**config.mk**
```make
export PLATFORM = sky130hd
export DESIGN_NAME = bbk_backup_bank
export DESIGN_NICKNAME = d
export VERILOG_FILES = /design/src/bbk_pkg.sv /design/src/bbk_store.sv /design/src/bbk_backup_bank.sv
export VERILOG_INCLUDE_DIRS = /design/src
export SDC_FILE = /design/constraint.sdc
export NUM_CORES = 1
export LEC_CHECK = 0
export BUFFER_PORTS_ARGS = -buffer_cell sky130_fd_sc_hd__buf_2
export CORE_MARGIN = 5
export CORE_UTILIZATION = 50
export DETAILED_ROUTE_END_ITERATION = 12
export GPL_ROUTABILITY_DRIVEN = 0
export PLACE_DENSITY = 0.74
export SYNTH_ARGS = -nofsm -noshare
export SYNTH_HDL_FRONTEND = slang
export SYNTH_SLANG_ARGS = --single-unit
```
**constraint.sdc**
```tcl
create_clock -name CLK -period 8.5 [get_ports CLK]
set_clock_uncertainty 0.15 [all_clocks]
set_input_delay 0.425 -clock CLK [delete_from_list [all_inputs] [get_ports CLK]]
set_output_delay 0.425 -clock CLK [all_outputs]
set_load 0.03 [all_outputs]
```
**src/bbk_consts.svh**
```systemverilog
// register offsets, field positions and reset values of the backup storage bank
`ifndef BBK_CONSTS_SVH
`define BBK_CONSTS_SVH

`define BBK_ADDR_WIDTH 4
`define BBK_OFF_BANK_FIRST 4'h0
`define BBK_OFF_CTRL 4'h8
`define BBK_OFF_STAT 4'h9

`define BBK_CTRL_CLR_ALLOW_BIT 0
`define BBK_CTRL_CLR_ALLOW_RESET 1'b1

`define BBK_STAT_BLOCKED_BIT 0
`define BBK_STAT_TAMPER_BIT 1
`define BBK_STAT_CLEARED_BIT 2
`define BBK_STAT_CLR_ENABLE_BIT 3
`define BBK_STAT_PIN_ZERO_EN_BIT 4
`define BBK_STAT_PIN_ONE_EN_BIT 5
`define BBK_STAT_PERIOD_SET_BIT 6
`define BBK_STAT_DBC_STATUS_ZERO_BIT 7
`define BBK_STAT_DBC_STATUS_ONE_BIT 8
`define BBK_STAT_DROP_COUNT_LSB 16
`define BBK_DROP_COUNT_WIDTH 8
`define BBK_DROP_COUNT_MAX 8'hff

`endif

```
**src/bbk_pkg.sv**
```systemverilog
// types shared by the backup storage bank
`default_nettype none
package bbk_pkg;

	typedef logic [3:0] bbk_addr_t;

	typedef enum logic [1:0] {
		BBK_ACC_BANK = 2'b00,
		BBK_ACC_CTRL = 2'b01,
		BBK_ACC_STAT = 2'b10,
		BBK_ACC_NONE = 2'b11
	} bbk_acc_e;

	typedef struct packed {
		logic tamper_seen;
		logic blocked;
		logic clr_allow;
		logic clear_seen;
		logic clear_pulse;
		logic [7:0] drop_count;
	} bbk_top_s;

endpackage

`default_nettype wire

```
**src/bbk_store.sv**
```systemverilog
// word store of the backup bank with lower-half clear and registered read data
`timescale 1ns/1ns
`default_nettype none

module bbk_store #(
	parameter int WIDTH = 32,
	parameter int DEPTH = 8,
	parameter int AW = 3
) (
	input wire logic clk,
	input wire logic rst,
	input wire logic ce,
	input wire logic wr_en,
	input wire logic [AW-1:0] wr_addr,
	input wire logic [WIDTH-1:0] wr_data,
	input wire logic clr_low,
	input wire logic rd_en,
	input wire logic [AW-1:0] rd_addr,
	input wire logic alt_sel,
	input wire logic [WIDTH-1:0] alt_data,
	output logic [WIDTH-1:0] rd_data
);

	typedef struct packed {
		logic [DEPTH-1:0][WIDTH-1:0] mem;
		logic [WIDTH-1:0] rd_data;
	} bbk_store_s;

	bbk_store_s cur;
	bbk_store_s next_cur;

	generate
		if (DEPTH < 2 || (DEPTH % 2) != 0 || DEPTH > (1 << AW) || WIDTH < 1) begin : g_bad
			$error("bbk_store: unsupported depth or width");
		end
	endgenerate

	always_comb begin
		next_cur = cur;
		// read data stand only in the cycle after the read strobe
		next_cur.rd_data = '0;
		if (rd_en) begin
			next_cur.rd_data = alt_sel ? alt_data : cur.mem[rd_addr];
		end
		for (int i = 0; i < DEPTH; i++) begin
			if (clr_low && i < DEPTH / 2) begin
				next_cur.mem[i] = '0;
			end else if (wr_en && wr_addr == AW'(i)) begin
				next_cur.mem[i] = wr_data;
			end
		end
		// stored words are retained across reset
		if (rst) begin
			next_cur.rd_data = '0;
		end
	end

	always_ff @(posedge clk) begin
		if (ce) begin
			cur <= next_cur;
		end
	end

	assign rd_data = cur.rd_data;

endmodule

`default_nettype wire

```
**src/bbk_backup_bank.sv**
```systemverilog
// backup storage bank: eight retained words with debounce clear and tamper write lock
`timescale 1ns/1ns
`default_nettype none
`include "bbk_consts.svh"

module bbk_backup_bank #(
	parameter int DATA_WIDTH = 32,
	parameter int NUM_REGS = 8,
	parameter int PERIOD_WIDTH = 3
) (
	input wire logic CLK,
	input wire logic SYS_RST,
	input wire logic CLK_EN,
	input wire logic [`BBK_ADDR_WIDTH-1:0] ADDR,
	input wire logic [DATA_WIDTH-1:0] WDATA,
	input wire logic WR,
	input wire logic RD,
	output logic [DATA_WIDTH-1:0] RDATA,
	input wire logic DEBOUNCE_EVENT_PIN_ZERO,
	input wire logic DEBOUNCE_EVENT_PIN_ONE,
	input wire logic DEBOUNCE_CLEAR_ENABLE,
	input wire logic DEBOUNCE_ENABLE_PIN_ZERO,
	input wire logic DEBOUNCE_ENABLE_PIN_ONE,
	input wire logic [PERIOD_WIDTH-1:0] DEBOUNCE_PERIOD_FIELD,
	input wire logic TAMPER_EVENT,
	input wire logic DEBOUNCE_STATUS_PIN_ZERO,
	input wire logic DEBOUNCE_STATUS_PIN_ONE,
	output logic WRITES_BLOCKED,
	output logic LOW_HALF_CLEARED
);

	localparam int BANK_AW = 3;
	localparam int NUM_WAKE_PINS = 2;
	localparam logic [`BBK_ADDR_WIDTH-1:0] BANK_END = `BBK_ADDR_WIDTH'(NUM_REGS);

	generate
		if (DATA_WIDTH != 32 || NUM_REGS != 8 || PERIOD_WIDTH < 1) begin : g_bad
			$error("bbk_backup_bank: bank must be eight 32-bit words");
		end
	endgenerate

	// the bank index and every status field must fit the bus
	generate
		if ((1 << BANK_AW) < NUM_REGS
			|| `BBK_ADDR_WIDTH <= BANK_AW
			|| `BBK_STAT_DROP_COUNT_LSB + `BBK_DROP_COUNT_WIDTH > DATA_WIDTH) begin : g_bad_map
			$error("bbk_backup_bank: bank index or status layout does not fit");
		end
	endgenerate

	bbk_pkg::bbk_top_s cur;
	bbk_pkg::bbk_top_s next_cur;

	bbk_pkg::bbk_acc_e acc;
	logic dbc_hit;
	logic clear_req;
	logic write_block;
	logic bank_wr;
	logic bank_rd;
	logic alt_sel;
	logic [DATA_WIDTH-1:0] alt_data;
	logic [DATA_WIDTH-1:0] stat_word;
	logic [NUM_WAKE_PINS-1:0] pin_event;
	logic [NUM_WAKE_PINS-1:0] pin_enable;
	logic [NUM_WAKE_PINS-1:0] pin_flag;
	logic [NUM_WAKE_PINS-1:0] pin_hit;

	// address decode
	always_comb begin
		if (ADDR >= `BBK_OFF_BANK_FIRST && ADDR < BANK_END) begin
			acc = bbk_pkg::BBK_ACC_BANK;
		end else if (ADDR == `BBK_OFF_CTRL) begin
			acc = bbk_pkg::BBK_ACC_CTRL;
		end else if (ADDR == `BBK_OFF_STAT) begin
			acc = bbk_pkg::BBK_ACC_STAT;
		end else begin
			acc = bbk_pkg::BBK_ACC_NONE;
		end
	end

	// per-pin views of the supply controller signals
	assign pin_event = {DEBOUNCE_EVENT_PIN_ONE, DEBOUNCE_EVENT_PIN_ZERO};
	assign pin_enable = {DEBOUNCE_ENABLE_PIN_ONE, DEBOUNCE_ENABLE_PIN_ZERO};
	assign pin_flag = {DEBOUNCE_STATUS_PIN_ONE, DEBOUNCE_STATUS_PIN_ZERO};

	// a pin takes part in the clear only while its debounce is enabled
	generate
		for (genvar p = 0; p < NUM_WAKE_PINS; p++) begin : g_pin
			assign pin_hit[p] = pin_event[p] & pin_enable[p];
		end
	endgenerate

	// debounce clear request from the supply controller configuration
	always_comb begin
		dbc_hit = |pin_hit;
		clear_req = dbc_hit & DEBOUNCE_CLEAR_ENABLE
			& (DEBOUNCE_PERIOD_FIELD != '0) & cur.clr_allow;
	end

	// a tamper arriving with the write already locks it out while a debounce flag is set
	always_comb begin
		write_block = (cur.tamper_seen | TAMPER_EVENT)
			& (|pin_flag);
		bank_wr = WR & (acc == bbk_pkg::BBK_ACC_BANK) & ~write_block;
		bank_rd = RD & (acc == bbk_pkg::BBK_ACC_BANK);
	end

	// status word: live supply controller inputs beside the latched tamper, clear and drop count
	always_comb begin
		stat_word = '0;
		stat_word[`BBK_STAT_BLOCKED_BIT] = write_block;
		stat_word[`BBK_STAT_TAMPER_BIT] = cur.tamper_seen;
		stat_word[`BBK_STAT_CLEARED_BIT] = cur.clear_seen;
		stat_word[`BBK_STAT_CLR_ENABLE_BIT] = DEBOUNCE_CLEAR_ENABLE;
		stat_word[`BBK_STAT_PIN_ZERO_EN_BIT] = DEBOUNCE_ENABLE_PIN_ZERO;
		stat_word[`BBK_STAT_PIN_ONE_EN_BIT] = DEBOUNCE_ENABLE_PIN_ONE;
		stat_word[`BBK_STAT_PERIOD_SET_BIT] = DEBOUNCE_PERIOD_FIELD != '0;
		stat_word[`BBK_STAT_DBC_STATUS_ZERO_BIT] = DEBOUNCE_STATUS_PIN_ZERO;
		stat_word[`BBK_STAT_DBC_STATUS_ONE_BIT] = DEBOUNCE_STATUS_PIN_ONE;
		stat_word[`BBK_STAT_DROP_COUNT_LSB +: `BBK_DROP_COUNT_WIDTH] = cur.drop_count;
	end

	// non-bank read data go through the store's read register
	always_comb begin
		alt_sel = 1'b1;
		alt_data = '0;
		if (acc == bbk_pkg::BBK_ACC_BANK) begin
			alt_sel = 1'b0;
		end else if (acc == bbk_pkg::BBK_ACC_CTRL) begin
			alt_data[`BBK_CTRL_CLR_ALLOW_BIT] = cur.clr_allow;
		end else if (acc == bbk_pkg::BBK_ACC_STAT) begin
			alt_data = stat_word;
		end
	end

	// control state
	always_comb begin
		next_cur = cur;
		next_cur.clear_pulse = clear_req;

		// tamper latch holds until both debounce flags are cleared
		if (TAMPER_EVENT) begin
			next_cur.tamper_seen = 1'b1;
		end else if (pin_flag == '0) begin
			next_cur.tamper_seen = 1'b0;
		end
		// the lock output lags the inputs by one edge; the bus path uses the live condition
		next_cur.blocked = (next_cur.tamper_seen)
			& (|pin_flag);

		// software gate of the debounce clear
		if (WR && acc == bbk_pkg::BBK_ACC_CTRL) begin
			next_cur.clr_allow = WDATA[`BBK_CTRL_CLR_ALLOW_BIT];
		end

		// sticky clear flag: write one clears, a new clear wins
		if (WR && acc == bbk_pkg::BBK_ACC_STAT && WDATA[`BBK_STAT_CLEARED_BIT]) begin
			next_cur.clear_seen = 1'b0;
		end
		if (clear_req) begin
			next_cur.clear_seen = 1'b1;
		end

		// ignored bank writes, saturating
		if (WR && acc == bbk_pkg::BBK_ACC_BANK && write_block
			&& cur.drop_count != `BBK_DROP_COUNT_MAX) begin
			next_cur.drop_count = cur.drop_count + 8'h01;
		end
		// a status write with the clear bit low empties the drop counter
		if (WR && acc == bbk_pkg::BBK_ACC_STAT && !WDATA[`BBK_STAT_CLEARED_BIT]) begin
			next_cur.drop_count = '0;
		end

		if (SYS_RST) begin
			next_cur.tamper_seen = 1'b0;
			next_cur.blocked = 1'b0;
			next_cur.clr_allow = `BBK_CTRL_CLR_ALLOW_RESET;
			next_cur.clear_seen = 1'b0;
			next_cur.clear_pulse = 1'b0;
			next_cur.drop_count = '0;
		end
	end

	always_ff @(posedge CLK) begin
		if (CLK_EN) begin
			cur <= next_cur;
		end
	end

	// reset gates every request so that the retained words survive a system reset
	bbk_store #(
		.WIDTH(DATA_WIDTH),
		.DEPTH(NUM_REGS),
		.AW(BANK_AW)
	) u_store (
		.clk(CLK),
		.rst(SYS_RST),
		.ce(CLK_EN),
		.wr_en(bank_wr & ~SYS_RST),
		.wr_addr(ADDR[BANK_AW-1:0]),
		.wr_data(WDATA),
		.clr_low(clear_req & ~SYS_RST),
		.rd_en(RD & ~SYS_RST),
		.rd_addr(ADDR[BANK_AW-1:0]),
		.alt_sel(alt_sel & ~bank_rd),
		.alt_data(alt_data),
		.rd_data(RDATA)
	);

	assign WRITES_BLOCKED = cur.blocked;
	assign LOW_HALF_CLEARED = cur.clear_pulse;

endmodule

`default_nettype wire

```
==> impl_metrics.json, run 1 <==
{
  "worst-setup-path-type": "flop to flop",
  "dp_cells": 1028,
  "crit_path_cell_trace": "o22a_1, or4b_4, or2_4, nor3_4, buf_4",
  "post_synth_instance_area_mm2": 0.0122,
  "detail-route-antenna-nets": 0,
  "crit_path_max_fanout": 18,
  "clk_transition_reported_paths_ns": 0.07,
  "groute.usage.overall_pct": 17.3,
  "hold_path_class": "input pin to flop",
  "initialDrtViolationCount": 558,
  "start_util_pct": 50.3,
  "met2_usage_pct": 30.1,
  "cts_htree_levels": 1,
  "rows": 57,
  "share_comb_of_total_power_pct": 6.0,
  "postLayoutCoreUtil_pct": 57.2,
  "ir_drop_mv": 0.130,
  "critical_path_arrival_ns": 3.29,
  "post_drt_wl_per_cell_um": 21.8,
  "sw_frac_of_total_pct": 20.6,
  "n_antenna_cell": 0,
  "drive_above_1_share_pct": 23.8,
  "worstMarginPinSlew_ns": 1.16,
  "clock_tree_from_tritoncts": "built",
  "netSwitchingPower_uw": 615,
  "critical_path_required_ns": 8.55,
  "drt_drc_violations_left": 0,
  "synthesized_nets": 728,
  "grt_busiest_layer": "met2",
  "clock_sink_count": 301,
  "synthesis.yosys.warnings": 0,
  "outcome": "complete, no violations",
  "fillerInstances": 1753,
  "grt.met3_usage_pct": 2.40,
  "die_height_um": 166,
  "fin_tns_setup_ns": 0,
  "final-max-slew-violation-count": 0,
  "reg2reg_setup_slack_ns": 5.26,
  "leakage_power_uw": 0.00466,
  "core-area_mm2": 0.0242,
  "critical-path-max-stage-delay_ns": 0.72,
  "timing.critical_path.from_type": "flop",
  "grt_antenna_before_repair": 0,
  "grt_max_degree": 74,
  "synth_cells": 675,
  "power.share.clock_pct": 38.2,
  "worst_slew_margin_rel_pct": 22.3,
  "pre_cts_slack_ns": 4.99,
  "cellInternalPower_uw": 2360,
  "fmax_ghz": 0.309,
  "cpMaxStageDelayCell": "nor3_4",
  "final.min_clock_period_ns": 3.24,
  "ys_async_sr_fraction_pct": 0,
  "synth-seq-cells": 301,
  "insertion_delay_ns": 0.53,
  "reg2reg_depth": 5,
  "first_global_vias": 6592,
  "whs_path_depth": 1,
  "avgViaCountPerCell": 5.65,
  "ff_latch_area_mm2": 0.00904,
  "ioPinCount": 86,
  "die_area_mm2": 0.0276,
  "synthesis.area_per_instance_um2": 18.0,
  "syn_to_final_growth_pct": 13.6,
  "final_nets": 816,
  "multi_input_area_mm2": 0.00273,
  "cts-buffers-inserted": 28,
  "routed_wirelength_um": 24100,
  "die_w_um": 166,
  "final_critical_path_setup_slack_ns": 5.26,
  "portBuffers": 85,
  "power.density_cell_area_mw_per_mm2": 216,
  "clock_tree.root_cell": "clkbuf_16",
  "seq_area_frac_synth_pct": 74.3,
  "firstDrtPassIters": 5,
  "timing.final.setup_violations": 0,
  "ys_types": 46,
  "end_kind": "flop",
  "globalRouteOverflowTotal": 0,
  "synth-main-ff-cell": "edfxtp_1",
  "power.sequential.fraction_pct": 55.8,
  "grt_pass1_wl_um": 37700,
  "dpl.hpwl_um": 14800,
  "use_met1_pct": 23.0,
  "clock_tree.buffer_depth": 3,
  "finish.cell_count_without_fillers": 1109,
  "number_of_flops_mapped_to_enable_cells_by_yosys": 301,
  "max_cap_violations": 0,
  "report.final.hold_viol_count": 0,
  "final.period_utilization_pct": 38.1,
  "vias": 6268,
  "rsz_0062_raised_after_global_routing": "false"
}
worst paths after layout:
kind                               start                  to
worst min-delay path            WDATA[4]    u_store.cur[260]
worst max-delay path             cur[12]    u_store.cur[177]
worst max register to register   cur[12]    u_store.cur[177]
worst min register to register    cur[9]  u_store.rd_data[2]
power by group through the flow:
| stage | registers [uW] | logic (uW) | clock network, uW |
|---|---|---|---|
| global route | 1660 | 193 | 1220 |
| floorplan | 1690 | 117 | 0 |
| detailed placement | 1690 | 169 | 0 |
| global placement | 1690 | 163 | 0 |
| CTS | 1660 | 180 | 1160 |
| finish | 1660 | 179 | 1140 |
logic make-up (layout without fill, tap and decap cells):
family	after synthesis	in the layout	share of synthesized area, %
buf+inv	69	179	3.53
flops	301	301	74.3
fa+ha+maj	1	1	0.103
compound gates	74	74	4.34
simple gates	134	134	6.05
xor+xnor	6	6	0.432
mux	90	90	11.3
state kept, by name, indices dropped and copies added, names as in the netlist:
| name | flops |
|---|---|
| u_store.rd_data | 32 |
| u_store.cur | 256 |
| cur | 11 |
| LOW_HALF_CLEARED | 1 |
| WRITES_BLOCKED | 1 |
per-layer routing:
layer / wire length, um / part of all wire (%)
met1: 9670 / 40
met2: 12500 / 52
met3: 1380 / 5.7
met5: 0 / 0
met4: 566 / 2.3
metrics by stage:
step / power [uW] / hold WS, ns / area (um^2)
finish: 2980 / 0.0282 / 13800
CTS: 3000 / 0.00447 / 13800
floorplan: 1810 / 0.339 / 12200
global route: 3080 / 0.000234 / 13800
detailed placement: 1860 / 0.407 / 12700
global placement: 1860 / 0.386 / 12700
synth_stat cells (all sizes together), types with 2 or more instances:
master   instances  area, um^2
edfxtp         301        9040
buf             59         392
mux2i           45         450
nor2b           42         263
mux4            37         833
nor2            35         139
nand2           24        90.1
o21ai           16        80.1
o21a            13        97.6
o22ai           13        81.3
o22a             9        78.8
clkbuf           8        30.0
mux2             8        90.1
a211oi           7        52.6
nor3             7        40.0
nor3b            6        50.1
nand3            5        25.0
nand2b           4        25.0
o221ai           4        35.0
a2111oi          3        26.3
o41ai            3        26.3
xnor2            3        26.3
xor2             3        26.3
a22oi            2        15.0
inv              2        7.51
or2              2        15.0
or3b             2        17.5
critical path, delay by kind of cell (launching register included):
family	cells	cell delay, ns
buffers and inverters	1	0.43
DFF	1	0.42
AOI/OAI and AO/OA	1	0.28
and+or+nand+nor	3	1.60
layout make-up:
class,count,area share [%]
repair buffers,125,5.81
multi-input cells,305,19.8
flip-flops and latches,301,65.4
clock buffers,37,5.31
clock inverters,15,0.760
well taps,324,2.93
inverters,2,0.0543
placed cells by master, fill, tap and decap left out, types with 9 or more instances in the layout:
master and n:
buf_2 83, o21ai_0 13, dlygate4sd3_1 29, mux2i_1 45
clkbuf_1 9, o21a_1 13, nor2_1 31, clkbuf_16 28
nor2b_1 42, mux4_2 37, buf_4 13, o22ai_1 13
edfxtp_1 301, o22a_1 9, nand2_1 24
timing repair:
action	CTS	global route
hold buffers	29	0
buffers inserted	0	0
endpoints found under the hold margin	113	0
gates resized for setup	0	0
Power figures use the tool's default switching activity.
==> inputs of run 2 (changes only) <==
==> constraint.sdc (replaced) <==
create_clock -name CLK -period 3.11 [get_ports CLK]
set_clock_uncertainty 0.15 [all_clocks]
set_input_delay 0.1555 -clock CLK [delete_from_list [all_inputs] [get_ports CLK]]
set_output_delay 0.1555 -clock CLK [all_outputs]
set_load 0.03 [all_outputs]
==> run 2 against run 1 <==
Compared with the run above: global-route usage is 0.78 points higher; register-to-register slack got worse by 4.7 ns; largest cell class unchanged; clock power rose to 3.0 times the previous value; first-iteration DRC count is 6.5% lower.
==> impl_metrics.json, run 2 (synthesized netlist as in run 1, its figures left out) <==
{
  "timing.final.setup_violations": 0,
  "dpl.hpwl_um": 15700,
  "routed_wirelength_um": 25200,
  "leakage_power_uw": 0.00485,
  "initialDrtViolationCount": 522,
  "rsz_0062_raised_after_global_routing": "false",
  "timing.critical_path.from_type": "flop",
  "groute.usage.overall_pct": 18.0,
  "critical-path-max-stage-delay_ns": 0.55,
  "clock_tree.root_cell": "clkbuf_16",
  "die_area_mm2": 0.0276,
  "ioPinCount": 86,
  "final-max-slew-violation-count": 0,
  "end_kind": "flop",
  "drive_above_1_share_pct": 25.7,
  "worstMarginPinSlew_ns": 0.933,
  "final.period_utilization_pct": 82.8,
  "critical_path_arrival_ns": 2.66,
  "top_layer_used": "met4",
  "detail-route-antenna-nets": 0,
  "wl_met2_um": 13400,
  "largest-register": "u_store.cur",
  "worst_slew_margin_rel_pct": 37.8,
  "n_antenna_cell": 0,
  "core-area_mm2": 0.0242,
  "final_nets": 846,
  "timing.hold.ws_ns": 0.0979,
  "power.density_cell_area_mw_per_mm2": 600,
  "final.min_clock_period_ns": 2.58,
  "die_height_um": 166,
  "critical_path_buf_inv_count": 1,
  "placement.cell_area_mm2": 0.0129,
  "reg2reg_from": "cur[12]",
  "met1Wirelength_um": 9640,
  "insertion_delay_ns": 0.53,
  "grt_antenna_before_repair": 0,
  "ir_drop_mv": 0.320,
  "grt_max_degree": 59,
  "grt_pass1_wl_um": 38900,
  "design_area_mm2": 0.0142,
  "cpMaxStageDelayCell": "or4b_4",
  "critical_path_required_ns": 3.20,
  "outcome": "complete, no violations",
  "wl_met3_um": 1460,
  "fillerInstances": 1710,
  "cts_htree_levels": 1,
  "first_global_vias": 6791,
  "report.final.hold_viol_count": 0,
  "clock_sink_count": 301,
  "syn_to_final_growth_pct": 16.8,
  "fmax_ghz": 0.388,
  "firstDrtPassIters": 5,
  "avgViaCountPerCell": 5.62,
  "cts-resized-gates": 0,
  "crit_start": "cur[12]",
  "start_util_pct": 50.3,
  "hold_path_class": "input pin to flop",
  "die_w_um": 166,
  "final_critical_path_setup_slack_ns": 0.534,
  "drt_drc_violations_left": 0,
  "crit_path_cell_trace": "o22a_1, or4b_4, or2_4, nor2_4, buf_12",
  "worst_path_dominant_cell_family": "simple AND/OR/NAND/NOR gates",
  "vias": 6386,
  "most_common_cell_after_layout_fill_and_taps_aside": "edfxtp_1",
  "clk_transition_reported_paths_ns": 0.06,
  "post_drt_wl_per_cell_um": 22.2,
  "ff_latch_area_mm2": 0.00904,
  "rows": 57,
  "multi_input_area_mm2": 0.00273,
  "max_cap_violations": 0,
  "pre_cts_slack_ns": 0.544,
  "clock_tree.buffer_depth": 3,
  "clock_tree_from_tritoncts": "built",
  "fin_tns_setup_ns": 0,
  "most-common-layout-cells": "edfxtp_1 (301), buf_2 (83), mux2i_1 (45), nor2b_1 (42), dlygate4sd3_1 (42)",
  "min_from": "RD",
  "power_uw": 8530,
  "cts-buffers-inserted": 29,
  "post_cts.repair.setup_buffers": 0,
  "largest_register_ff_count": 256,
  "crit_path_max_fanout": 23,
  "globalRouteOverflowTotal": 0,
  "worst-setup-path-type": "flop to flop",
  "portBuffers": 85,
  "reg2reg_setup_slack_ns": 0.53
}
==> run 2: worst reg2reg max path: stages (launching register included) <==
cell	delay, ns
edfxtp_1	0.40
o22a_1	0.28
or4b_4	0.55
or2_4	0.33
nor2_4	0.33
buf_12	0.24
==> run 2: worst paths after layout <==
check                                          end  cells after the start
worst max-delay path              u_store.cur[229]                      5
worst min-delay path            u_store.rd_data[6]                      3
worst max register to register    u_store.cur[229]                      5
worst min register to register  u_store.rd_data[2]                      2
==> run 2: power by group <==
part | switching (uW) | leakage (uW) | total [uW] | internal (uW)
logic | 302 | 0.00162 | 512 | 210
registers | 18.6 | 0.00277 | 4550 | 4530
clock network | 1430 | 0.000455 | 3470 | 2040
total | 1750 | 0.00485 | 8530 | 6780
==> run 2: metal layers <==
layer / up-vias / global-route usage, %
li1: 2862 / -
met1: 3240 / 22.6
met2: 233 / 32.2
met3: 51 / 2.93
met4: 0 / 5.85
met5: - / 0
==> run 2: final cells by class <==
| class | instances | share of cell area [%] |
|---|---|---|
| Clock buffer | 35 | 5.26 |
| Timing Repair Buffer | 154 | 7.67 |
| Tap cell | 324 | 2.85 |
| Sequential cell | 301 | 63.6 |
| Inverter | 2 | 0.0528 |
| Clock inverter | 16 | 1.37 |
| Multi-Input combinational cell | 305 | 19.2 |
==> run 2: per-stage QoR <==
| step | std cells | util [%] |
|---|---|---|
| finish | 1137 | 58.8 |
| global route | 1137 | 58.8 |
| CTS | 1137 | 58.8 |
| detailed placement | 1044 | 53.2 |
| global placement | 1044 | 53.2 |
| floorplan | 675 | - |
==> run 2: timing repair <==
item | CTS | global route
hold buffers | 42 | 0
endpoints found under the setup margin | 0 | 0
endpoints found under the hold margin | 266 | 0
==> inputs of run 3 (changes only) <==
==> constraint.sdc (replaced) <==
create_clock -name CLK -period 2.38 [get_ports CLK]
set_clock_uncertainty 0.15 [all_clocks]
set_input_delay 0.119 -clock CLK [delete_from_list [all_inputs] [get_ports CLK]]
set_output_delay 0.119 -clock CLK [all_outputs]
set_load 0.03 [all_outputs]
==> run 3 against run 2 <==
Compared with the run above: the run now ends with negative setup slack left; first-iteration DRC count grew 23%; sequential cell count is the same; setup slack lost 0.64 ns; largest cell class unchanged.
==> impl_metrics.json, run 3 (synthesized netlist as in run 1, its figures left out) <==
{
  "end_kind": "flop",
  "core-area_mm2": 0.0242,
  "critical-path-max-stage-delay_ns": 0.53,
  "critical_path_arrival_ns": 2.57,
  "timing.hold.ws_ns": 0.0646,
  "final.min_clock_period_ns": 2.49,
  "final_nets": 870,
  "fillerInstances": 1648,
  "groute.usage.overall_pct": 17.9,
  "violations": "negative setup slack",
  "first_global_vias": 6784,
  "ir_drop_mv": 0.431,
  "n_antenna_cell": 0,
  "endpoint": "u_store.cur[179]",
  "hold_path_class": "input pin to flop",
  "regToRegEndpoint": "u_store.cur[179]",
  "netSwitchingPower_uw": 2220,
  "power.sequential.fraction_pct": 52.4,
  "clk_transition_reported_paths_ns": 0.06,
  "cpMaxStageDelayCell": "or4b_4",
  "drt_drc_violations_left": 0,
  "die_w_um": 166,
  "power.density_cell_area_mw_per_mm2": 769,
  "placement.cell_area_mm2": 0.0131,
  "report.final.hold_viol_count": 0,
  "grt_pass1_wl_um": 38900,
  "crit_path_max_fanout": 8,
  "timing.critical_path.from_type": "flop",
  "power_uw": 11300,
  "cellInternalPower_uw": 9120,
  "cts-buffers-inserted": 28,
  "ioPinCount": 86,
  "cts_htree_levels": 1,
  "drive_above_1_share_pct": 27.8,
  "reg2reg_setup_slack_ns": -0.11,
  "fin_tns_setup_ns": -10.86,
  "sw_frac_of_total_pct": 19.6,
  "worst_path_dominant_cell_family": "simple AND/OR/NAND/NOR gates",
  "detail-route-antenna-nets": 0,
  "design_area_mm2": 0.0148,
  "die_area_mm2": 0.0276,
  "grt_antenna_before_repair": 0,
  "post_drt_wl_per_cell_um": 22.5,
  "syn_to_final_growth_pct": 21.3,
  "largest_register_ff_count": 256,
  "final_critical_path_setup_slack_ns": -0.105,
  "final-max-slew-violation-count": 0,
  "rsz_0062_raised_after_global_routing": "true",
  "avgViaCountPerCell": 5.66,
  "clock_tree.root_cell": "clkbuf_16",
  "reg2reg_from": "cur[12]",
  "fmax_ghz": 0.402,
  "power.share.clock_pct": 41.3,
  "leakage_power_uw": 0.00508,
  "clock_tree.buffer_depth": 3,
  "timing.final.setup_violations": 181,
  "reg2reg_depth": 6,
  "vias": 6587,
  "rows": 57,
  "crit_start": "cur[12]",
  "critical_path_buf_inv_count": 2,
  "max_cap_violations": 0,
  "insertion_delay_ns": 0.53,
  "firstDrtPassIters": 5,
  "dpl.hpwl_um": 16000,
  "routed_wirelength_um": 26100,
  "multi_input_area_mm2": 0.00276,
  "worst-setup-path-type": "flop to flop",
  "share_comb_of_total_power_pct": 6.3,
  "most_common_cell_after_layout_fill_and_taps_aside": "edfxtp_1",
  "crit_path_cell_trace": "o22a_1, or4b_4, or2_4, nor3_4, buf_4, buf_6",
  "die_height_um": 166,
  "worst_slew_margin_rel_pct": 58.9,
  "ff_latch_area_mm2": 0.00904,
  "worstMarginPinSlew_ns": 0.617,
  "cp_num_cells": 6,
  "initialDrtViolationCount": 640,
  "critical_path_required_ns": 2.47,
  "clock_tree_from_tritoncts": "built",
  "start_util_pct": 50.3,
  "outcome": "finished with violations",
  "clock_sink_count": 301,
  "postLayoutCoreUtil_pct": 61.0,
  "final.period_utilization_pct": 104,
  "globalRouteOverflowTotal": 0,
  "largest-register": "u_store.cur",
  "most-common-layout-cells": "edfxtp_1 (301), buf_2 (83), dlygate4sd3_1 (46), mux2i_1 (45), nor2b_1 (42)",
  "portBuffers": 85,
  "grt_max_degree": 41
}
==> run 3: tightest hold or removal path, stage by stage <==
cell and delay (ns):
buf_2 0.14, nand3b_1 0.20, o32ai_1 0.10
==> run 3: stage by stage <==
| step | setup slack [ns] | std cells |
|---|---|---|
| after floorplan | -0.386 | 675 |
| after global placement | 0.0678 | 1050 |
| after detailed placement | 0.0351 | 1050 |
| after CTS | 0.0153 | 1148 |
| after global routing | -0.127 | 1163 |
| final | -0.105 | 1163 |
==> run 3: timing repair <==
item,4_1_cts,5_1_grt
buffers inserted,0,6
resized for setup,0,8
hold buffers,46,0
setup endpoints to repair,0,128
hold endpoints to repair,280,0
==> run 3: power by group through the flow <==
stage                     Clock, uW  Sequential (uW)  Combinational [uW]
after floorplan                   0             6050                 421
after global placement            0             6050                 618
after detailed placement          0             6050                 637
after CTS                      4760             5940                 700
after global routing           5000             5940                 765
final                          4690             5940                 712
==> run 3: metal layers <==
| metal | GRT usage (%) | vias up | wire length (um) |
|---|---|---|---|
| li1 | - | 2921 | - |
| met1 | 22.9 | 3359 | 10400 |
| met2 | 31.9 | 256 | 13500 |
| met3 | 2.81 | 51 | 1570 |
| met4 | 5.02 | 0 | 694 |
| met5 | 0 | - | 0 |
==> run 3: final cells by class <==
cell class              count  area share (%)
flip-flops and latches    301            61.3
multi-input cells         305            18.7
repair buffers            179            10.6
clock buffers              43            5.27
well taps                 324            2.75
clock inverters             9            1.34
inverters                   2          0.0509
==> run 3: worst min path at each step <==
stage                     startpoint                  to  cells past startpoint
after floorplan             WDATA[0]    u_store.cur[160]                      0
after global placement     WDATA[31]    u_store.cur[255]                      1
after detailed placement   WDATA[13]    u_store.cur[173]                      1
after CTS                    ADDR[3]  u_store.rd_data[6]                      3
after global routing         ADDR[3]  u_store.rd_data[6]                      3
final                        ADDR[3]  u_store.rd_data[6]                      3
